File: src/hw/rlc_pkg.sv
// Purpose: shared constants and types for the remote/local bus control block
// Assumes: 7-bit bus command codes, bit 7 of the data lines ignored
// Notes: status bit positions and mask layout are local conventions
package rlc_pkg;
   // universal and addressed bus commands (low seven bits)
   localparam logic [6:0] CMD_GTL = 7'h01;
   localparam logic [6:0] CMD_SDC = 7'h04;
   localparam logic [6:0] CMD_GET = 7'h08;
   localparam logic [6:0] CMD_TCT = 7'h09;
   localparam logic [6:0] CMD_LLO = 7'h11;
   localparam logic [6:0] CMD_DCL = 7'h14;
   localparam logic [6:0] CMD_SPE = 7'h18;
   localparam logic [6:0] CMD_SPD = 7'h19;
   localparam logic [6:0] CMD_UNL = 7'h3f;
   localparam logic [6:0] CMD_UNT = 7'h5f;
   // address groups in bits 6:5
   localparam logic [1:0] GRP_LISTEN = 2'h1;
   localparam logic [1:0] GRP_TALK = 2'h2;
   localparam int ADDR_W = 5;
   // status byte layout
   localparam int STB_W = 8;
   localparam int STB_READY_BIT = 0;
   localparam int STB_ERROR_BIT = 1;
   localparam int STB_INVALID_BIT = 2;
   localparam int STB_RQS_BIT = 6;
   localparam logic [STB_W-1:0] STB_RESET = 8'h00;
   // service request enables: bit0 data ready, bit1 instrument error
   localparam int MASK_W = 2;
   localparam logic [MASK_W-1:0] SRQ_MASK_DEFAULT = 2'h0;
   // source presets applied by device clear
   localparam int FREQ_W = 20;
   localparam int AMPL_W = 16;
   localparam logic [FREQ_W-1:0] SRC_FREQ_CLR = 20'h003e8;
   localparam logic [AMPL_W-1:0] SRC_AMPL_CLR = 16'h0000;
   typedef enum logic [1:0] {MEAS_AC_LEVEL, MEAS_DISTN, MEAS_SINAD, MEAS_DC_LEVEL} rlc_meas_e;
   typedef enum logic [1:0] {FILT_NONE, FILT_LP30K, FILT_LP80K} rlc_filt_e;
   typedef enum logic [1:0] {TRIG_FREE, TRIG_HOLD, TRIG_IMMED, TRIG_SETTLED} rlc_trig_e;
   typedef enum logic {RL_LOCAL, RL_REMOTE} rlc_rl_e;
endpackage

File: src/hw/rlc_cmd_if.sv
// Purpose: carries one command byte and its decoded meaning between modules
// Assumes: byte and strobe come from the acceptor handshake on clk_sys
// Notes: flags are only meaningful in the strobe cycle
`timescale 1ns/1ps
interface rlc_cmd_if;
   logic [7:0] cbyte;
   logic stb;
   logic [4:0] addr;
   logic my_listen;
   logic my_talk;
   logic other_talk;
   logic unl;
   logic unt;
   logic gtl;
   logic sdc;
   logic get;
   logic dcl;
   logic llo;
   logic spe;
   logic spd;
   logic tct;
   modport dec (input cbyte, stb, addr, output my_listen, my_talk, other_talk,
                unl, unt, gtl, sdc, get, dcl, llo, spe, spd, tct);
   modport ctl (output cbyte, stb, addr, input my_listen, my_talk, other_talk,
                unl, unt, gtl, sdc, get, dcl, llo, spe, spd, tct);
endinterface

File: src/hw/rlc_remote_local.sv
// Purpose: remote/local state, addressing, bus command response, key gating
// Assumes: rx_byte/rx_stb come from acceptor handshake logic on clk_sys
// Notes: bus pins atn, ifc, ren and panel keys are asynchronous and synced here
`timescale 1ns/1ps
module rlc_remote_local (
   input wire logic clk_sys,
   input wire logic nrst,
   input wire logic bus_atn,
   input wire logic bus_ifc,
   input wire logic bus_ren,
   input wire logic [7:0] rx_byte,
   input wire logic rx_stb,
   input wire logic [rlc_pkg::ADDR_W-1:0] my_addr,
   input wire logic key_local,
   input wire logic key_clear,
   input wire logic settled_trigger_code,
   input wire logic trig_mode_stb,
   input wire rlc_pkg::rlc_trig_e trig_mode_req,
   input wire logic setup_stb,
   input wire logic [rlc_pkg::FREQ_W-1:0] setup_freq,
   input wire logic [rlc_pkg::AMPL_W-1:0] setup_ampl,
   input wire rlc_pkg::rlc_meas_e setup_meas,
   input wire rlc_pkg::rlc_filt_e setup_filt,
   input wire logic srq_mask_stb,
   input wire logic [rlc_pkg::MASK_W-1:0] srq_mask_req,
   input wire logic cause_invalid,
   input wire logic cause_ready,
   input wire logic cause_error,
   input wire logic spoll_done,
   output logic srq_out,
   output logic srq_oe_n,
   output logic remote_ind,
   output logic addressed_ind,
   output logic listen_active,
   output logic talk_active,
   output logic spoll_active,
   output logic [rlc_pkg::STB_W-1:0] status_byte,
   output logic panel_keys_en,
   output logic local_key_en,
   output logic clear_key_en,
   output logic lockout,
   output logic entry_discard,
   output logic trigger_start,
   output logic dev_clear,
   output logic [rlc_pkg::FREQ_W-1:0] src_freq,
   output logic [rlc_pkg::AMPL_W-1:0] src_ampl,
   output rlc_pkg::rlc_meas_e meas_sel,
   output rlc_pkg::rlc_filt_e filt_sel,
   output rlc_pkg::rlc_trig_e trig_mode
);
   import rlc_pkg::*;

   localparam int SYN_W = 5;

   rlc_cmd_if cmd ();

   logic [SYN_W-1:0] sync1_r;
   logic [SYN_W-1:0] sync2_r;
   logic [SYN_W-1:0] sync_nxt;
   logic key_loc_d_r;
   logic key_clr_d_r;
   logic atn_s;
   logic ifc_s;
   logic ren_s;
   logic loc_press;
   logic clr_press;

   rlc_rl_e rl_r;
   rlc_rl_e rl_nxt;
   logic lockout_r;
   logic lockout_nxt;
   logic listen_r;
   logic listen_nxt;
   logic talk_r;
   logic talk_nxt;
   logic spoll_r;
   logic spoll_nxt;
   logic discard_r;
   logic discard_nxt;
   logic trig_r;
   logic trig_nxt;
   logic clr_r;
   logic clr_nxt;

   logic [STB_W-1:0] stb_r;
   logic [STB_W-1:0] stb_nxt;
   logic [MASK_W-1:0] mask_r;
   logic [MASK_W-1:0] mask_nxt;

   logic [FREQ_W-1:0] freq_r;
   logic [FREQ_W-1:0] freq_nxt;
   logic [AMPL_W-1:0] ampl_r;
   logic [AMPL_W-1:0] ampl_nxt;
   rlc_meas_e meas_r;
   rlc_meas_e meas_nxt;
   rlc_filt_e filt_r;
   rlc_filt_e filt_nxt;
   rlc_trig_e trig_mode_r;
   rlc_trig_e trig_mode_nxt;

   logic cmd_mode;
   logic do_clear;
   logic go_remote;
   logic go_local;
   logic want_srq;

   // two-flop synchronisers for pins; second stage is the only reader
   assign sync_nxt = {key_clear, key_local, bus_ren, bus_ifc, bus_atn};
   always_ff @(posedge clk_sys) begin
      if (!nrst) begin
         sync1_r <= '0;
         sync2_r <= '0;
         key_loc_d_r <= 1'b0;
         key_clr_d_r <= 1'b0;
      end else begin
         sync1_r <= sync_nxt;
         sync2_r <= sync1_r;
         key_loc_d_r <= sync2_r[3];
         key_clr_d_r <= sync2_r[4];
      end
   end

   assign atn_s = sync2_r[0];
   assign ifc_s = sync2_r[1];
   assign ren_s = sync2_r[2];
   // rising edges of keys, one pulse per press
   assign loc_press = sync2_r[3] && !key_loc_d_r;
   assign clr_press = sync2_r[4] && !key_clr_d_r;

   // command decode only in command mode
   assign cmd_mode = atn_s && !ifc_s;
   assign cmd.cbyte = rx_byte;
   assign cmd.stb = rx_stb && cmd_mode;
   assign cmd.addr = my_addr;

   rlc_cmd_decode u_dec (
      .cmd (cmd.dec)
   );

   // device clear: universal always, selected only while listening
   assign do_clear = cmd.dcl || (cmd.sdc && listen_r);

   // remote entry needs ren true while own listen address arrives
   assign go_remote = (rl_r == RL_LOCAL) && ren_s && cmd.my_listen;

   // return to local: go-to-local while listening, or unlocked key press
   assign go_local = (rl_r == RL_REMOTE) &&
                     ((cmd.gtl && listen_r) ||
                      (loc_press && !lockout_r));

   // remote/local, lockout and addressing state
   always_comb begin
      rl_nxt = rl_r;
      lockout_nxt = lockout_r;
      listen_nxt = listen_r;
      talk_nxt = talk_r;
      spoll_nxt = spoll_r;
      discard_nxt = 1'b0;
      case (rl_r)
         RL_LOCAL: begin
            if (go_remote) begin
               rl_nxt = RL_REMOTE;
               discard_nxt = 1'b1;
            end
         end
         RL_REMOTE: begin
            if (go_local) begin
               rl_nxt = RL_LOCAL;
               discard_nxt = 1'b1;
            end
         end
         default: rl_nxt = RL_LOCAL;
      endcase
      // lockout may be set in either state
      if (cmd.llo) begin
         lockout_nxt = 1'b1;
      end
      if (do_clear) begin
         lockout_nxt = 1'b0;
      end
      // addressing; only primary addresses, secondaries ignored
      if (cmd.my_listen) begin
         listen_nxt = 1'b1;
      end else if (cmd.unl) begin
         listen_nxt = 1'b0;
      end
      if (cmd.my_talk) begin
         talk_nxt = 1'b1;
      end else if (cmd.unt || cmd.other_talk) begin
         talk_nxt = 1'b0;
      end
      if (cmd.spe) begin
         spoll_nxt = 1'b1;
      end else if (cmd.spd) begin
         spoll_nxt = 1'b0;
      end
      // pass control is decoded but deliberately has no effect
      if (cmd.tct) begin
         talk_nxt = talk_nxt;
      end
      // abort: unaddress and leave serial poll, remote state kept
      if (ifc_s) begin
         listen_nxt = 1'b0;
         talk_nxt = 1'b0;
         spoll_nxt = 1'b0;
      end
      // ren release overrides everything else
      if (!ren_s) begin
         if (rl_r == RL_REMOTE) begin
            discard_nxt = 1'b1;
         end
         rl_nxt = RL_LOCAL;
         lockout_nxt = 1'b0;
      end
   end

   always_ff @(posedge clk_sys) begin
      if (!nrst) begin
         rl_r <= RL_LOCAL;
         lockout_r <= 1'b0;
         listen_r <= 1'b0;
         talk_r <= 1'b0;
         spoll_r <= 1'b0;
         discard_r <= 1'b0;
      end else begin
         rl_r <= rl_nxt;
         lockout_r <= lockout_nxt;
         listen_r <= listen_nxt;
         talk_r <= talk_nxt;
         spoll_r <= spoll_nxt;
         discard_r <= discard_nxt;
      end
   end

   // triggers and device clear pulses, plus instrument setup
   always_comb begin
      trig_nxt = 1'b0;
      clr_nxt = do_clear;
      freq_nxt = freq_r;
      ampl_nxt = ampl_r;
      meas_nxt = meas_r;
      filt_nxt = filt_r;
      trig_mode_nxt = trig_mode_r;
      // bus trigger and settled code need remote and listen
      if ((rl_r == RL_REMOTE) && listen_r && (cmd.get || settled_trigger_code)) begin
         trig_nxt = 1'b1;
      end
      // clear key acts as a manual trigger in remote unless locked out
      if ((rl_r == RL_REMOTE) && !lockout_r && clr_press) begin
         trig_nxt = 1'b1;
      end
      if (setup_stb) begin
         freq_nxt = setup_freq;
         ampl_nxt = setup_ampl;
         meas_nxt = setup_meas;
         filt_nxt = setup_filt;
      end
      if (trig_mode_stb) begin
         trig_mode_nxt = trig_mode_req;
      end
      // clear wins over a same-cycle setup write
      if (do_clear) begin
         freq_nxt = SRC_FREQ_CLR;
         ampl_nxt = SRC_AMPL_CLR;
         meas_nxt = MEAS_AC_LEVEL;
         filt_nxt = FILT_LP80K;
         trig_mode_nxt = TRIG_FREE;
      end
   end

   always_ff @(posedge clk_sys) begin
      if (!nrst) begin
         trig_r <= 1'b0;
         clr_r <= 1'b0;
         freq_r <= SRC_FREQ_CLR;
         ampl_r <= SRC_AMPL_CLR;
         meas_r <= MEAS_AC_LEVEL;
         filt_r <= FILT_LP80K;
         trig_mode_r <= TRIG_FREE;
      end else begin
         trig_r <= trig_nxt;
         clr_r <= clr_nxt;
         freq_r <= freq_nxt;
         ampl_r <= ampl_nxt;
         meas_r <= meas_nxt;
         filt_r <= filt_nxt;
         trig_mode_r <= trig_mode_nxt;
      end
   end

   // status byte and service request; set beats every clear
   always_comb begin
      stb_nxt = stb_r;
      mask_nxt = mask_r;
      if (srq_mask_stb) begin
         mask_nxt = srq_mask_req;
      end
      if (do_clear) begin
         stb_nxt = STB_RESET;
         mask_nxt = SRQ_MASK_DEFAULT;
      end
      // rqs drops once the status byte has been polled out
      if (spoll_done) begin
         stb_nxt[STB_RQS_BIT] = 1'b0;
      end
      if (cause_ready) begin
         stb_nxt[STB_READY_BIT] = 1'b1;
      end
      if (cause_error) begin
         stb_nxt[STB_ERROR_BIT] = 1'b1;
      end
      if (cause_invalid) begin
         stb_nxt[STB_INVALID_BIT] = 1'b1;
      end
      // invalid code always requests, others only when enabled
      if (cause_invalid ||
          (cause_ready && mask_r[0]) ||
          (cause_error && mask_r[1])) begin
         stb_nxt[STB_RQS_BIT] = 1'b1;
      end
   end

   always_ff @(posedge clk_sys) begin
      if (!nrst) begin
         stb_r <= STB_RESET;
         mask_r <= SRQ_MASK_DEFAULT;
      end else begin
         stb_r <= stb_nxt;
         mask_r <= mask_nxt;
      end
   end

   assign want_srq = stb_r[STB_RQS_BIT];

   // srq is open collector: pull low while a request stands
   assign srq_out = 1'b0;
   assign srq_oe_n = !want_srq;

   // indicators and talker/listener enables
   assign remote_ind = (rl_r == RL_REMOTE);
   assign addressed_ind = listen_r || talk_r;
   assign listen_active = listen_r;
   assign talk_active = talk_r && !spoll_r;
   assign spoll_active = talk_r && spoll_r;
   assign status_byte = stb_r;
   assign lockout = lockout_r;

   // key gating; lockout bites only once the unit is remote
   assign panel_keys_en = (rl_r == RL_LOCAL);
   assign local_key_en = (rl_r == RL_LOCAL) || !lockout_r;
   assign clear_key_en = (rl_r == RL_LOCAL) || !lockout_r;

   assign entry_discard = discard_r;
   assign trigger_start = trig_r;
   assign dev_clear = clr_r;
   assign src_freq = freq_r;
   assign src_ampl = ampl_r;
   assign meas_sel = meas_r;
   assign filt_sel = filt_r;
   // local forces free run without losing the programmed mode
   assign trig_mode = (rl_r == RL_LOCAL) ? TRIG_FREE : trig_mode_r;
endmodule // rlc_remote_local

File: src/hw/rlc_cmd_decode.sv
// Purpose: turns a command-mode byte into one-hot command flags
// Assumes: caller gates stb with attention true and interface clear false
// Notes: secondary addresses are not recognised, no extended addressing
`timescale 1ns/1ps
module rlc_cmd_decode (
   rlc_cmd_if.dec cmd
);
   import rlc_pkg::*;

   logic [6:0] b;
   logic grp_l;
   logic grp_t;
   logic own;

   // parity bit dropped, address groups split by bits 6:5
   assign b = cmd.cbyte[6:0];
   assign grp_l = (b[6:5] == GRP_LISTEN) && (b != CMD_UNL);
   assign grp_t = (b[6:5] == GRP_TALK) && (b != CMD_UNT);
   assign own = (b[4:0] == cmd.addr);

   // flags qualified by the byte strobe
   assign cmd.my_listen = cmd.stb && grp_l && own;
   assign cmd.my_talk = cmd.stb && grp_t && own;
   assign cmd.other_talk = cmd.stb && grp_t && !own;
   assign cmd.unl = cmd.stb && (b == CMD_UNL);
   assign cmd.unt = cmd.stb && (b == CMD_UNT);
   assign cmd.gtl = cmd.stb && (b == CMD_GTL);
   assign cmd.sdc = cmd.stb && (b == CMD_SDC);
   assign cmd.get = cmd.stb && (b == CMD_GET);
   assign cmd.dcl = cmd.stb && (b == CMD_DCL);
   assign cmd.llo = cmd.stb && (b == CMD_LLO);
   assign cmd.spe = cmd.stb && (b == CMD_SPE);
   assign cmd.spd = cmd.stb && (b == CMD_SPD);
   assign cmd.tct = cmd.stb && (b == CMD_TCT);
endmodule // rlc_cmd_decode

File: config.mk
export PLATFORM = sky130hd
export DESIGN_NAME = rlc_remote_local
export DESIGN_NICKNAME = d
export VERILOG_FILES = /design/src/hw/rlc_pkg.sv /design/src/hw/rlc_cmd_if.sv /design/src/hw/rlc_remote_local.sv /design/src/hw/rlc_cmd_decode.sv
export SDC_FILE = /design/constraint.sdc
export NUM_CORES = 1
export LEC_CHECK = 0
export BUFFER_PORTS_ARGS = -buffer_cell sky130_fd_sc_hd__buf_2
export CAP_MARGIN = 20
export CORE_MARGIN = 2
export CORE_UTILIZATION = 48
export CTS_BUF_LIST = sky130_fd_sc_hd__clkbuf_16
export DETAILED_ROUTE_END_ITERATION = 6
export GPL_TIMING_DRIVEN = 1
export PLACE_DENSITY = 0.84
export SLEW_MARGIN = 0
export SYNTH_ARGS = -nofsm -noshare
export SYNTH_HDL_FRONTEND = slang
export SYNTH_SLANG_ARGS = --single-unit
File: constraint.sdc
create_clock -name clk_sys -period 3.5 [get_ports clk_sys]
set_input_delay 0.525 -clock clk_sys [delete_from_list [all_inputs] [get_ports clk_sys]]
set_output_delay 0.525 -clock clk_sys [all_outputs]
set_load 0.02 [all_outputs]
==> summary.txt <==
Final layout
  – Ant diodes: 0
  – Number of standard cells in the layout, taps in and fillers out: 456
  – Net count of the finished layout: ~450
  – Most frequent cells in the layout: buf_2 (130), dfxtp_1 (68), nor2_1 (46)
  – Number of fillers in the final layout: about 430
  – Layout Utilization: around two thirds
  – Commonest non-fill, non-tap cell in the layout: buf_2
  – Fraction of final layout cells sized beyond drive strength 1: 38.6%
  – Area growth from synthesis to final layout: 35.0%
  – Combined area of the multi-input logic cells: between 1000 and 1500 um2
  – Sequential cell area: 1360 um2

STA
  – Final Skew: 0.00525 ns
  – Worst max-slew margin expressed relative to the limit: a little under a quarter
  – Pin slew with the least headroom to its limit: 1.14 ns
  – Final count of pins violating max slew: 0
  – Setup TNS: 0 ns
  – Post-layout minimum cycle time: about 1.8 ns
  – Final number of hold-violating endpoints: 0
  – Period utilization: 51.8%
  – RSZ-0062 raised after global routing: no
  – Max Clk Rate: about 550 MHz
  – Number of failing setup endpoints in the final timing report: 0

Drt
  – Detailed-routing iteration count for the pre-antenna-repair pass: 4
  – Drc violations: 0
  – WL final: between 5000 and 6000 um
  – First DRT Iteration DRCs: 44
  – Per-cell routed wire length: approximately 13 um
  – Via count: 2169
  – Number of nets with antenna violations after detailed routing: 0
  – Via/cell ratio: about 4.8

Floorplan
  – Io pins: about 140
  – Die footprint: 6020 um2
  – Number of core rows: 26
  – Core region area: roughly 5200 um2
  – Initial Utilization: around 50%
  – Die height: 77.6 um
  – Die extent in x: just under 80 um

Global route
  – Grt ovf: 0
  – Maximum number of pins on one net before global-route repair: 41
  – Overall track demand over capacity in global routing: roughly a fifth
  – Number of global-route vias before repair: 2035
  – Antenna violations before repair: 0
  – Global-route wire length before repair: 9070 um

Synthesis
  – Fraction of registers with async set or reset after synthesis: 0%
  – Share of the synthesized area in the top cell type: a little over half
  – Register bit total from synthesis: about 70
  – Post-synthesis instance area: 2600 um2
  – Number of enable flip-flop cells after synthesis: 0
  – Number of different library cells in the post-synthesis netlist: 40
  – Number of warnings reported in the yosys synthesis log: 0
  – Top post-synthesis cells by area: dfxtp_1 (52%), mux2i_1 (17%), nor2_1 (6.6%)
  – Library cell occupying the most area in the post-synthesis netlist: dfxtp_1
  – Syn Inst Count: 253
  – Proportion of synthesized chip area in sequential cells: 52.4%
  – Leading register cell type out of synthesis: dfxtp_1
  – Syn avg cell area: around 10 um2

Job
  – Max-cap violation count: 0

Clock tree
  – Clock-pin slew on the worst setup and hold paths: approximately 0.05 ns
  – Count of cells resized by post-cts repair: 0
  – Setup Buffers After CTS: 0
  – Sink count of the clock tree: 68
  – Clock insertion delay at the later pin of the skew report: approximately 0.31 ns
  – Post-CTS Hold Fix Bufs: 0
  – Clock Path Buffers: 2
  – Clk root buf: clkbuf_16
  – Number of buffers added by the clock tree synthesis step: 9
  – Clock H-tree levels: 3
  – TritonCTS clock tree: done

Worst setup path
  – Startpoint type of the worst setup path: flip-flop
  – Critical path launch point: sync2_r[1]
  – Kind of end point of the critical path: flip-flop
  – Reg2Reg Capture Point: status_byte[6]
  – Reg2Reg Depth: 5
  – Largest fanout on the critical path: 31
  – Capturing instance or port of the critical path: status_byte[6]
  – CP Data Required Time: 3.69 ns
  – Kind of critical path: reg -> reg
  – Reg2reg start: sync2_r[1]
  – FF-to-FF setup slack: between 1.5 and 2 ns
  – Crit path arrival time: 2.00 ns

Placed design
  – Inst Count DP: 440
  – Buffers on Ports: 130
  – GPL Wtd Cong: between 0.9 and 1
  – Hpwl dp: 4380 um

Worst hold path
  – Min-Delay Startpoint: spoll_done
  – Hold crit path type: in -> reg

Power and ir drop
  – Static Leak: between 1.5 and 2 nW
  – Worst VDD drop: roughly 0.42 mV
  – Total power density per cell area: 517 nW/um2
  – Overall power consumption: 0.00181 W

Run status
  – Status: completed
-- metrics by stage --
stage,hold slack [ns],instance area (um2),setup slack (ns)
2_1_floorplan,0.412,2610,1.93
3_3_place_gp,0.415,3250,1.41
3_5_place_dp,0.417,3250,1.41
4_1_cts,0.399,3510,1.68
5_1_grt,0.412,3510,1.56
6_report,0.408,3510,1.69
-- final cells by class --
cell class              count  share of cell area (%)
multi-input cells         167                    32.0
repair buffers            131                    18.8
flip-flops and latches     68                    38.8
clock buffers               9                    6.42
inverters                   4                   0.428
clock inverters             7                    1.03
well taps                  70                    2.50
-- synthesized netlist by cell type, types with 2 or more instances --
library cell / instances
a21oi_1: 5
and2_1: 16
and3_1: 2
buf_1: 2
buf_2: 3
buf_4: 7
buf_6: 2
clkbuf_1: 4
dfxtp_1: 68
inv_1: 4
mux2i_1: 45
nand2_1: 13
nand4_1: 4
nor2_1: 46
nor2b_1: 2
nor3b_1: 3
xnor2_1: 2
xor2_1: 3
-- power by group --
| part | switching [W] | total (W) | internal [W] |
|---|---|---|---|
| Clock | 0.000298 | 0.000765 | 0.000468 |
| Combinational | 0.000123 | 0.000216 | 0.0000931 |
| Sequential | 0.0000179 | 0.000833 | 0.000815 |
-- state kept, by name, indices dropped and copies added (netlist names), 2 cells and up --
| name | count |
|---|---|
| status_byte | 4 |
| sync1_r | 5 |
| src_freq | 20 |
| trig_mode_r | 2 |
| meas_sel | 2 |
| src_ampl | 16 |
| mask_r | 2 |
| sync2_r | 5 |
| filt_sel | 2 |
-- kinds of logic after synthesis --
logic type      Yosys count  synth area share (%)
simple gates             96                  18.7
mux                      45                  17.3
xor+xnor                  5                  1.69
other cells               1                 0.144
flops                    68                  52.4
compound gates           16                  4.82
buf+inv                  22                  4.91
-- worst max-delay path, stage by stage (launching register included) --
cell	delay (ns)
dfxtp_1	0.34
and4bb_2	0.39
o2111ai_4	0.20
nand2_1	0.28
buf_4	0.36
o32ai_1	0.11
-- how the worst min path moves through the flow --
stage | endpoint | slack [ns] | cells past startpoint
final | status_byte[6] | 0.41 | 2
after global routing | status_byte[6] | 0.41 | 2
after CTS | status_byte[6] | 0.40 | 2
after detailed placement | sync2_r[2] | 0.42 | 1
after global placement | sync2_r[0] | 0.41 | 1
after floorplan | sync2_r[0] | 0.41 | 1
-- routing by layer --
metal | global-route usage (%) | vias to the layer above | share of wire [%]
li1 | - | 1104 | -
met1 | 22.0 | 969 | 43
met2 | 32.9 | 84 | 48
met3 | 4.53 | 12 | 6.1
met4 | 9.46 | 0 | 2.2
met5 | 0 | - | 0
No activity file was read; power rests on OpenSTA's default activity.
